$ cat src/lpg_pkg.sv
// shared constants and carriers for the lcd/analog shared ports
package lpg_pkg;
    // register byte offsets (low address byte only)
    localparam logic [7:0] OFF_PA_LATCH = 8'h00;
    localparam logic [7:0] OFF_PA_DIR   = 8'h04;
    localparam logic [7:0] OFF_PB_PINS  = 8'h08;
    localparam logic [7:0] OFF_PB_FSEL  = 8'h0C;
    localparam logic [7:0] OFF_CFG      = 8'h10;

    // field positions
    localparam int FSEL_IRQ_BIT  = 3;
    localparam int CFG_SEG_LSB   = 0;
    localparam int CFG_CH_LSB    = 4;
    localparam int CFG_UREF_BIT  = 8;
    localparam int CFG_LREF_BIT  = 9;
    localparam int CFG_RISE_BIT  = 10;

    // reset values and fixed read patterns
    localparam logic [3:0] RSV_ONES     = 4'hF;
    localparam logic [3:0] PB_RSV_READ  = 4'h0;
    localparam logic [3:0] DIR_READ     = 4'hF;
    localparam logic [2:0] FSEL_LO_ONES = 3'h7;
    localparam logic [3:0] LATCH_RST    = 4'h0;
    localparam logic [3:0] DIR_RST      = 4'h0;
    localparam logic       IRQ_SEL_RST  = 1'b0;

    // segment code that leaves port a as general i/o
    localparam logic [3:0] SEG_GIO = 4'h0;
    // channel codes that route port b pins 0..3 to the converter
    localparam logic [3:0] AN_CODE [0:3] = '{4'h4, 4'h5, 4'h6, 4'h7};

    typedef struct packed {
        logic       edge_rise;
        logic       lower_ref_external_select;
        logic       upper_ref_external_select;
        logic [3:0] adc_channel_select;
        logic [3:0] lcd_segment_select;
    } lpg_cfg_t;

    localparam lpg_cfg_t CFG_RST = '0;

    typedef struct packed {
        logic       wr;
        logic       rd;
        logic [7:0] addr;
    } lpg_req_t;
endpackage

$ cat src/lpg_edge.sv
// edge detector for the shared external interrupt pin
`timescale 1ns/10ps
module lpg_edge (
    input  wire logic mclk,
    input  wire logic rst,
    input  wire logic din,
    input  wire logic en,
    input  wire logic rise_sel,
    output logic      pulse_q
);
    logic prev_q;
    logic prev_d;
    logic pulse_d;

    always_comb begin
        prev_d  = din;
        // one edge polarity at a time, chosen by software
        if (rise_sel) begin
            pulse_d = en & din & ~prev_q;
        end else begin
            pulse_d = en & ~din & prev_q;
        end
    end

    always_ff @(posedge mclk) begin
        if (rst) begin
            prev_q  <= 1'b0;
            pulse_q <= 1'b0;
        end else begin
            prev_q  <= prev_d;
            pulse_q <= pulse_d;
        end
    end
endmodule

$ cat src/lpg_top.sv
// lcd-shared port a and analog-shared port b with ahb-lite registers
//
// The register addresses and register access over AHB-Lite were left to the implementer.
`timescale 1ns/10ps
module lpg_top #(
    parameter int PA_W = 4,
    parameter int PB_W = 4
) (
    input  wire logic        mclk,
    input  wire logic        rst,
    input  wire logic        hsel,
    input  wire logic [31:0] haddr,
    input  wire logic [1:0]  htrans,
    input  wire logic        hwrite,
    input  wire logic [2:0]  hsize,
    input  wire logic        hready,
    input  wire logic [31:0] hwdata,
    output logic      [31:0] hrdata,
    output logic             hreadyout,
    output logic             hresp,
    input  wire logic [3:0]  pa_in,
    output logic      [3:0]  pa_out,
    output logic      [3:0]  pa_oe_n,
    input  wire logic [3:0]  lcd_com,
    input  wire logic [3:0]  pb_in,
    output logic      [3:0]  an_sel,
    output logic             upper_ref_en,
    output logic             lower_ref_en,
    output logic             ext_int_pulse
);
    // bus request tracking
    lpg_pkg::lpg_req_t req_d;
    lpg_pkg::lpg_req_t req_q;
    logic              acc;

    // software-visible state
    logic [3:0]        port_a_output_latch_q;
    logic [3:0]        port_a_output_latch_d;
    logic [3:0]        port_a_direction_control_q;
    logic [3:0]        port_a_direction_control_d;
    logic              irq_sel_q;
    logic              irq_sel_d;
    lpg_pkg::lpg_cfg_t cfg_q;
    lpg_pkg::lpg_cfg_t cfg_d;

    // pin-side state
    logic [3:0]        pa_out_q;
    logic [3:0]        pa_out_d;
    logic [3:0]        pa_oe_n_q;
    logic [3:0]        pa_oe_n_d;
    logic [3:0]        an_sel_q;
    logic [3:0]        an_sel_d;
    logic              uref_q;
    logic              uref_d;
    logic              lref_q;
    logic              lref_d;
    logic [31:0]       hrdata_q;
    logic [31:0]       hrdata_d;
    logic              hreadyout_q;
    logic              hresp_q;
    logic              ext_int_q;
    logic              gio;
    logic [3:0]        route_sel;
    logic [3:0]        pa_read;
    logic [3:0]        pb_read;

    // word transfers only; the size field is accepted and not checked
    assign acc = hsel & hready & htrans[1];

    // ---------------- register writes ----------------
    always_comb begin
        req_d.wr   = acc & hwrite;
        req_d.rd   = acc & ~hwrite;
        req_d.addr = haddr[7:0];
        port_a_output_latch_d      = port_a_output_latch_q;
        port_a_direction_control_d = port_a_direction_control_q;
        irq_sel_d = irq_sel_q;
        cfg_d     = cfg_q;
        if (req_q.wr) begin
            if (req_q.addr == lpg_pkg::OFF_PA_LATCH) begin
                // latch updates in every pin mode
                port_a_output_latch_d = hwdata[3:0];
            end else if (req_q.addr == lpg_pkg::OFF_PA_DIR) begin
                port_a_direction_control_d = hwdata[3:0];
            end else if (req_q.addr == lpg_pkg::OFF_PB_FSEL) begin
                // only bit 3 is writable
                irq_sel_d = hwdata[lpg_pkg::FSEL_IRQ_BIT];
            end else if (req_q.addr == lpg_pkg::OFF_CFG) begin
                cfg_d.lcd_segment_select =
                    hwdata[lpg_pkg::CFG_SEG_LSB +: 4];
                cfg_d.adc_channel_select =
                    hwdata[lpg_pkg::CFG_CH_LSB +: 4];
                cfg_d.upper_ref_external_select =
                    hwdata[lpg_pkg::CFG_UREF_BIT];
                cfg_d.lower_ref_external_select =
                    hwdata[lpg_pkg::CFG_LREF_BIT];
                cfg_d.edge_rise = hwdata[lpg_pkg::CFG_RISE_BIT];
            end
        end
    end

    always_ff @(posedge mclk) begin
        if (rst) begin
            req_q <= '0;
            port_a_output_latch_q      <= lpg_pkg::LATCH_RST;
            port_a_direction_control_q <= lpg_pkg::DIR_RST;
            irq_sel_q <= lpg_pkg::IRQ_SEL_RST;
            cfg_q     <= lpg_pkg::CFG_RST;
        end else begin
            req_q <= req_d;
            port_a_output_latch_q      <= port_a_output_latch_d;
            port_a_direction_control_q <= port_a_direction_control_d;
            irq_sel_q <= irq_sel_d;
            cfg_q     <= cfg_d;
        end
    end

    // ---------------- pin functions ----------------
    // mode is taken from the next-state values so a read that follows
    // a write back to back sees the new setting
    assign gio = (cfg_d.lcd_segment_select == lpg_pkg::SEG_GIO);

    genvar i;
    generate
        for (i = 0; i < PA_W; i++) begin : g_pa
            always_comb begin
                if (gio) begin
                    // direction and data drive the pins only in general i/o mode
                    pa_out_d[i]  = port_a_output_latch_d[i];
                    pa_oe_n_d[i] = ~port_a_direction_control_d[i];
                end else begin
                    pa_out_d[i]  = lcd_com[i];
                    pa_oe_n_d[i] = 1'b0;
                end
                if (port_a_direction_control_d[i]) begin
                    pa_read[i] = port_a_output_latch_d[i];
                end else begin
                    pa_read[i] = pa_in[i];
                end
            end
        end
        for (i = 0; i < PB_W; i++) begin : g_pb
            always_comb begin
                route_sel[i] = (cfg_d.adc_channel_select ==
                                lpg_pkg::AN_CODE[i]);
                pb_read[i]   = pb_in[i] & ~an_sel_d[i];
            end
        end
    endgenerate

    always_comb begin
        uref_d      = cfg_d.upper_ref_external_select;
        lref_d      = cfg_d.lower_ref_external_select;
        an_sel_d[0] = route_sel[0] & ~lref_d;
        an_sel_d[1] = route_sel[1] & ~uref_d;
        an_sel_d[2] = route_sel[2];
        an_sel_d[3] = route_sel[3] & ~irq_sel_d;
    end

    // ---------------- read data ----------------
    always_comb begin
        hrdata_d = '0;
        if (req_d.rd) begin
            if (req_d.addr == lpg_pkg::OFF_PA_LATCH) begin
                hrdata_d[7:0] = {lpg_pkg::RSV_ONES, pa_read};
            end else if (req_d.addr == lpg_pkg::OFF_PA_DIR) begin
                // written value is never visible
                hrdata_d[7:0] = {lpg_pkg::RSV_ONES, lpg_pkg::DIR_READ};
            end else if (req_d.addr == lpg_pkg::OFF_PB_PINS) begin
                hrdata_d[7:0] = {lpg_pkg::PB_RSV_READ, pb_read};
            end else if (req_d.addr == lpg_pkg::OFF_PB_FSEL) begin
                hrdata_d[7:0] = {lpg_pkg::RSV_ONES, irq_sel_d,
                                 lpg_pkg::FSEL_LO_ONES};
            end else if (req_d.addr == lpg_pkg::OFF_CFG) begin
                hrdata_d[10:0] = cfg_d;
            end
        end
    end

    always_ff @(posedge mclk) begin
        if (rst) begin
            pa_out_q    <= '0;
            pa_oe_n_q   <= '1;
            an_sel_q    <= '0;
            uref_q      <= 1'b0;
            lref_q      <= 1'b0;
            hrdata_q    <= '0;
            hreadyout_q <= 1'b1;
            hresp_q     <= 1'b0;
        end else begin
            pa_out_q    <= pa_out_d;
            pa_oe_n_q   <= pa_oe_n_d;
            an_sel_q    <= an_sel_d;
            uref_q      <= uref_d;
            lref_q      <= lref_d;
            hrdata_q    <= hrdata_d;
            hreadyout_q <= 1'b1;
            hresp_q     <= 1'b0;
        end
    end

    // interrupt edges reported only while it owns the shared pin
    lpg_edge u_edge (
        .mclk     (mclk),
        .rst      (rst),
        .din      (pb_in[3]),
        .en       (irq_sel_q),
        .rise_sel (cfg_q.edge_rise),
        .pulse_q  (ext_int_q)
    );

    assign hrdata       = hrdata_q;
    assign hreadyout    = hreadyout_q;
    assign hresp        = hresp_q;
    assign pa_out       = pa_out_q;
    assign pa_oe_n      = pa_oe_n_q;
    assign an_sel       = an_sel_q;
    assign upper_ref_en = uref_q;
    assign lower_ref_en = lref_q;
    assign ext_int_pulse = ext_int_q;
endmodule

$ cat config.mk
export PLATFORM = sky130hd
export DESIGN_NAME = lpg_top
export DESIGN_NICKNAME = d
export VERILOG_FILES = /design/src/lpg_pkg.sv /design/src/lpg_edge.sv /design/src/lpg_top.sv
export SDC_FILE = /design/constraint.sdc
export NUM_CORES = 1
export LEC_CHECK = 0
export ABC_CLOCK_PERIOD_IN_PS = 2100
export BUFFER_PORTS_ARGS = -buffer_cell sky130_fd_sc_hd__buf_2
export CORE_MARGIN = 1
export CORE_UTILIZATION = 37
export CTS_BUF_LIST = sky130_fd_sc_hd__clkbuf_8
export DETAILED_ROUTE_END_ITERATION = 10
export GPL_TIMING_DRIVEN = 0
export PLACE_DENSITY = 0.71
export SYNTH_ARGS = -nofsm -noshare
export SYNTH_HDL_FRONTEND = slang
export SYNTH_HIERARCHICAL = 1
export SYNTH_SLANG_ARGS = --single-unit
$ cat constraint.sdc
create_clock -name mclk -period 2.1 [get_ports mclk]
set_input_delay 0.105 -clock mclk [delete_from_list [all_inputs] [get_ports mclk]]
set_output_delay 0.105 -clock mclk [all_outputs]
set_load 0.02 [all_outputs]
==> results of run 1 <==
-- cells by family after synthesis --
| kind of cell | after synthesis |
|---|---|
| AND/OR/NAND/NOR | 108 |
| flip-flops | 54 |
| AO/OA/AOI/OAI | 43 |
| buffers and inverters | 35 |
| multiplexers | 22 |
| other | 2 |
-- metrics by stage --
step           hold WS (ns)  TNS (ns)  setup slack (ns)
2_1_floorplan         0.177  -0.00478          -0.00478
3_5_place_dp          0.341     -2.00            -0.291
6_report            0.00558    -0.143            -0.132
5_1_grt             0.00658    -0.462            -0.208
4_1_cts             0.00481    -0.212            -0.111
3_3_place_gp          0.338     -1.37            -0.261
-- power by group through the flow --
stage / Clock (W) / Combinational [W] / Sequential, W
6_report: 0.000591 / 0.000188 / 0.00105
5_1_grt: 0.000650 / 0.000205 / 0.00105
2_1_floorplan: 0 / 0.000114 / 0.00106
4_1_cts: 0.000603 / 0.000183 / 0.00104
3_3_place_gp: 0 / 0.000177 / 0.00107
3_5_place_dp: 0 / 0.000179 / 0.00107
-- registers in the layout, indices dropped and copies added (netlist names), 4 cells and up --
signal,flops
hrdata,11
cfg_q,9
req_q,9
an_sel,4
pa_oe_n,4
pa_out,4
port_a_direction_control_q,4
port_a_output_latch_q,4
-- worst reg2reg max path, cell delays in order, from the launching register on --
cell      delay [ns]
dfxtp_2         0.33
or4b_4          0.58
nor4_4          0.29
and3_4          0.23
mux2_4          0.32
a221oi_4        0.32
a21oi_2         0.05
-- worst min-delay path by stage --
stage / from / to / slack [ns] / cells after the start
2_1_floorplan: rst / u_edge/prev_q / 0.18 / 1
3_3_place_gp: hwrite / req_q[9] / 0.34 / 3
3_5_place_dp: hwrite / req_q[9] / 0.34 / 3
4_1_cts: hwrite / req_q[9] / 0.005 / 3
5_1_grt: hwrite / req_q[9] / 0.007 / 3
6_report: hwrite / req_q[9] / 0.006 / 3
-- synth_stat cells (2+ instances only) --
| master | count |
|---|---|
| nor3b_1 | 2 |
| or3_1 | 2 |
| nand3b_1 | 2 |
| clkbuf_1 | 5 |
| or3b_2 | 2 |
| a21o_1 | 4 |
| o21a_1 | 2 |
| nor2b_1 | 9 |
| or4b_1 | 2 |
| nor4b_1 | 2 |
| a211oi_1 | 4 |
| o21ai_0 | 8 |
| buf_4 | 24 |
| nand2b_1 | 2 |
| inv_1 | 3 |
| nand4b_1 | 4 |
| o211ai_1 | 2 |
| a21oi_1 | 10 |
| nand2_1 | 7 |
| nor2_1 | 45 |
| conb_1 | 2 |
| mux2i_1 | 20 |
| nand3_1 | 5 |
| a22oi_1 | 3 |
| nor3_1 | 7 |
| dfxtp_1 | 54 |
| and3_1 | 3 |
| nor4_1 | 4 |
| or4_1 | 2 |
-- routing by layer --
metal	global-route usage, %	routed length [um]	up-vias
met3	4.47	389	5
met4	4.86	63	0
met2	29.5	2880	75
met1	21.8	2520	982
met5	0	0	-
li1	-	-	1090
-- repair_timing --
| action | in CTS | in global routing |
|---|---|---|
| endpoints found under the setup margin | 28 | 9 |
| hold buffers | 0 | 0 |
| cloned | 1 | 0 |
| pin swaps | 7 | 7 |
| setup buffers | 6 | 3 |
| resized for setup | 16 | 15 |
-- cell type report --
cell class | instances | area, sq um | share of cell area [%]
tap | 77 | 96.3 | 2.96
buffer | 30 | 223 | 6.84
sequential | 54 | 1080 | 33.3
timing repair buffer | 72 | 415 | 12.8
multi-input combinational | 196 | 1340 | 41.0
inverter | 3 | 11.3 | 0.346
clock inverter | 2 | 8.76 | 0.269
clock buffer | 6 | 82.6 | 2.54
==> run_results.csv, run 1 <==
group,metric,value,unit
timing,finalHoldViolCount,0,
routing,drtIter0Drc,86,
timing,finalCriticalPeriod,2.23,ns
floorplanning,die_h,82.9,um
synth,synth_largest_area_cell,"dfxtp_1",
pwr,p_sw_share,24.6,%
pwr,leakagePower,1.36,nW
cells_and_area,final_nets,448,
placement,portBuffers,62,
critical_path,crit_path_max_incr_delay,0.58,ns
critical_path,cp.required,2.27,ns
routing,vias_per_cell,4.89,
synth,synth_top_family_by_area,"simple AND/OR/NAND/NOR gates",
synth,synth_edf_count,0,
synth,yosys.area_share.xor_xnor,0,%
pwr,combPwrFrac,10.3,%
cells_and_area,drive_above_1_share,35.8,%
clock_network,h-tree-depth,2,
critical_path,critPathCaptureType,"register",
synth,synthTopCellsByArea,"dfxtp_1 45%, mux2i_1 8.3%, buf_4 7.4%, nor2_1 7.0%, nor2b_1 2.3%",
synth,yosysSeqAreaShare,44.7,%
routing,vias,2152,
cells_and_area,area_growth,34.5,%
timing,fin_skew,0.0104,ns
cells_and_area,post_layout_nonfiller_instances,440,
timing,drv_slew,0,
cells_and_area,post-route-util,51.3,%
synth,yosysWarnings,6,
grt,grt_use_total,17.4,%
clock_network,clk_pin_slew,0.10,ns
cells_and_area,mostFrequentLayoutCell,"buf_2",
pwr,power_density,560,nW/um^2
synth,synth_top_area_share,44.7,%
timing,finalSetupViolCount,3,
outcome,status,"complete, but fails checks",
critical_path,endpoint,"hrdata[3]",
placement,dpl.hpwl,4.29,mm
clock_network,cts-root-buf,"clkbuf_8",
synth,yosys.area_share.adder,0,%
timing,setup_slack,-0.132,ns
grt,grt_first_pass_wirelength,9.59,mm
critical_path,r2r-start,"req_q[5]",
critical_path,path_class,"register to register",
pwr,clockPowerShare,32.4,%
synth,async_flop_share,0,%
clock_network,cts_inserted_buffers,5,
cells_and_area,stdcell_area,3260,sq um
clock_network,clockBufferDepth,2,
critical_path,arrival,2.40,ns
min_path,hp-class,"primary input to register",
flow_run,maxCapViolCount,0,
critical_path,r2r_setup_slack,-0.13,ns
pwr,ir_drop,0.368,mV
grt,overflow,0,
floorplanning,dieArea,6870,sq um
placement,dpl_cell_area,2930,sq um
timing,tightestPinTransition,0.669,ns
critical_path,worst_path_max_delay_cell,"or4b_4",
critical_path,cp-startpoint,"req_q[5]",
placement,gp_congestion,0.871,
floorplanning,core,6350,sq um
timing,clock.fmax,0.448,GHz
critical_path,rr_worst_depth,6,
synth,yosys-mux-area-fraction,9.20,%
pwr,power.total,0.00182,W
grt,grt_antenna_before_repair,0,
synth,synth_flop_cell,"dfxtp_1",
cells_and_area,antennaDiodeCount,0,
synth,syn_inst,264,
routing,drt-total-wl,5.86,mm
routing,drc,0,
cells_and_area,fillCellCount,599,
floorplanning,die-width,82.9,um
placement,placedCellCount,424,
critical_path,critPathTopFamily,"simple AND/OR/NAND/NOR gates",
clock_network,clock_latency,0.31,ns
outcome,violations,"setup timing",
routing,drt-pass1-iter-count,4,
grt,grt_max_degree,16,
synth,synth-compound-area-share,11.7,%
synth,syn-cell-area,2420,sq um
synth,yosys.area_share.simple,24.7,%
synth,syn_avg_cell_area,9.17,sq um
cells_and_area,layout_common_cells,"63 x buf_2, 52 x dfxtp_1, 43 x nor2_1, 28 x buf_4, 23 x conb_1",
synth,ys_ff_latch,54,
timing,fin_crit_sh,106,%
grt,first_global_vias,1997,
pwr,sequentialPowerShare,57.3,%
critical_path,crit_cells,6,
pwr,p_int,0.00138,W
floorplanning,fp-row-count,29,
clock_network,cts_num_sinks,54,
timing,maxSlewHeadroom,55.1,%
pwr,power_switching,0.000449,W
critical_path,reg2reg_to,"hrdata[3]",
routing,wl_per_cell,13.3,um
timing,rsz0062_at_grt,"yes",
synth,ys_types,52,
floorplanning,initial_core_util,38.1,%
clock_network,cts_tree,"yes",
floorplanning,ios,135,
critical_path,cp_cell_sequence,"or4b_4 > nor4_4 > and3_4 > mux2_4 > a221oi_4 > a21oi_2",
critical_path,crit_buf_inv,0,
critical_path,cp_max_fo,3,
routing,ant_nets,0,
critical_path,worst_setup_path_start_kind,"register",
No activity file was read; power rests on OpenSTA's default activity.
==> run 2, diff against run 1 <==
Settings changed: CORE_ASPECT_RATIO set to 1.5, REMOVE_ABC_BUFFERS set to 1, TNS_END_PERCENT set to 100.
==> run 2 against run 1 <==
Against the previous run:
- the flow still finishes with violations (setup timing)
- clock-buffer cell count fell by 1
- via count fell by 3.4%
- non-clock buffer count fell by 31
- core utilization fell by 2.7 points
- die area barely moved
- sequential power barely moved
- sequential share of layout area rose by 2.8 points
- critical path depth did not move
- worst hold slack improved by 0.024 ns
- final area fell by 7.3%
- sequential cell count did not move
- combinational power fell by 21%
==> run_results.csv, run 2 (synthesized netlist as in run 1, its figures left out) <==
group,metric,value,unit
placement,placedCellCount,389,
clock_network,cts-root-buf,"clkbuf_8",
floorplanning,initial_core_util,38.9,%
routing,wl_per_cell,13.8,um
pwr,combPwrFrac,8.0,%
timing,finalSetupViolCount,2,
timing,finalCriticalPeriod,2.17,ns
cells_and_area,layout_common_cells,"62 x buf_2, 50 x dfxtp_1, 45 x nor2_1, 23 x conb_1, 17 x mux2i_1",
critical_path,cp_max_fo,3,
routing,ant_nets,0,
timing,setup_slack,-0.0740,ns
cells_and_area,post_layout_nonfiller_instances,406,
pwr,leakagePower,1.22,nW
clock_network,clock_latency,0.30,ns
clock_network,clk_pin_slew,0.09,ns
cells_and_area,mostFrequentLayoutCell,"buf_2",
floorplanning,die-width,68.0,um
cells_and_area,multiInputGateArea,1320,sq um
timing,maxSlewHeadroom,47.9,%
cells_and_area,area_growth,24.7,%
outcome,violations,"setup timing",
timing,fin_skew,0.00527,ns
cells_and_area,antennaDiodeCount,0,
critical_path,critPathCaptureType,"register",
timing,drv_slew,0,
timing,finalHoldViolCount,0,
timing,clock.fmax,0.460,GHz
clock_network,cts_inserted_buffers,5,
routing,vias_per_cell,5.12,
min_path,hp-class,"primary input to register",
placement,dpl.hpwl,4.01,mm
grt,first_global_vias,1990,
critical_path,worst_setup_path_start_kind,"register",
grt,grt_max_degree,44,
routing,drtIter0Drc,112,
critical_path,endpoint,"hrdata[3]",
routing,drt-total-wl,5.61,mm
critical_path,path_class,"register to register",
outcome,status,"complete, but fails checks",
critical_path,arrival,2.34,ns
pwr,ir_drop,0.379,mV
grt,grt_use_total,17.1,%
clock_network,cts_tree,"yes",
grt,grt_antenna_before_repair,0,
cells_and_area,final_nets,417,
routing,vias,2078,
critical_path,r2r_setup_slack,-0.07,ns
pwr,power_switching,0.000426,W
min_path,min_path_cells,3,
routing,drc,0,
floorplanning,ios,135,
floorplanning,core,6220,sq um
flow_run,maxCapViolCount,0,
placement,gp_congestion,0.867,
pwr,power_density,615,nW/um^2
critical_path,r2r-start,"req_q[5]",
cells_and_area,seq_area,1090,sq um
pwr,clockPowerShare,35.7,%
pwr,p_sw_share,23.0,%
critical_path,cp.required,2.26,ns
clock_network,h-tree-depth,2,
timing,tightestPinTransition,0.781,ns
critical_path,cp-startpoint,"req_q[5]",
critical_path,rr_worst_depth,6,
placement,portBuffers,62,
timing,fin_crit_sh,104,%
timing,finalHoldWorstSlack,0.0294,ns
floorplanning,dieArea,6880,sq um
floorplanning,die_h,101,um
timing,rsz0062_at_grt,"yes",
cells_and_area,largest_register_ffs,11,
grt,grt_first_pass_wirelength,8.93,mm
cells_and_area,drive_above_1_share,30.4,%
grt,overflow,0,
clock_network,cts_num_sinks,54,
routing,drt-pass1-iter-count,6,
floorplanning,fp-row-count,35,
cells_and_area,fillCellCount,609,
critical_path,reg2reg_to,"hrdata[3]",
pwr,p_int,0.00143,W
clock_network,clockBufferDepth,2,
pwr,sequentialPowerShare,56.3,%
run 2: layout make-up:
| class | instances | area share, % |
|---|---|---|
| Tap cell | 74 | 3.07 |
| Clock inverter | 3 | 1.24 |
| Timing Repair Buffer | 71 | 13.1 |
| Sequential cell | 54 | 36.1 |
| Multi-Input combinational cell | 196 | 43.8 |
| Inverter | 3 | 0.373 |
| Clock buffer | 5 | 2.28 |
run 2: routing by layer:
metal / vias to the layer above / GRT usage [%] / routed length (um)
li1: 1021 / - / -
met1: 980 / 18.3 / 2130
met2: 68 / 31.9 / 3140
met3: 9 / 3.96 / 275
met4: 0 / 4.97 / 74
met5: - / 0 / 0
run 2: how the worst min path moves through the flow:
stage | slack (ns) | from | to
global route | 0.04 | hwrite | req_q[9]
detailed placement | 0.35 | haddr[7] | req_q[7]
CTS | 0.03 | hwrite | req_q[9]
finish | 0.03 | hwrite | req_q[9]
global placement | 0.34 | haddr[0] | req_q[0]
floorplan | 0.17 | rst | req_q[2]
run 2: timing repair:
item                                    CTS  global route
hold buffers                              0             0
endpoints found under the setup margin   35             9
pin swaps                                 2             4
resized for setup                        11            22
buffers inserted                          6             3
run 2: critical path, stage by stage (launching register included):
cell and delay, ns:
dfxtp_2 0.33, or4b_4 0.58, nor4_4 0.23, and3_1 0.23
mux2_4 0.34, a221oi_4 0.28, a21oi_1 0.06
run 2: power groups by stage:
stage / Sequential (W) / Combinational (W) / Clock (W)
detailed placement: 0.00107 / 0.000137 / 0
global placement: 0.00107 / 0.000135 / 0
floorplan: 0.00107 / 0.0000678 / 0
global route: 0.00105 / 0.000164 / 0.000724
finish: 0.00104 / 0.000149 / 0.000663
CTS: 0.00104 / 0.000143 / 0.000679
run 2: metrics by stage:
| stage | setup TNS (ns) | utilization, % | instance area, sq um | setup slack [ns] | total power (W) |
|---|---|---|---|---|---|
| 3_3_place_gp | -12.69 | 43.2 | 2680 | -0.765 | 0.00120 |
| 4_1_cts | -0.185 | 46.3 | 2880 | -0.114 | 0.00186 |
| 5_1_grt | -0.499 | 48.5 | 3020 | -0.156 | 0.00193 |
| 2_1_floorplan | -3.19 | - | 2280 | -0.428 | 0.00113 |
| 6_report | -0.134 | 48.5 | 3020 | -0.0740 | 0.00186 |
| 3_5_place_dp | -14.08 | 43.2 | 2680 | -0.798 | 0.00120 |
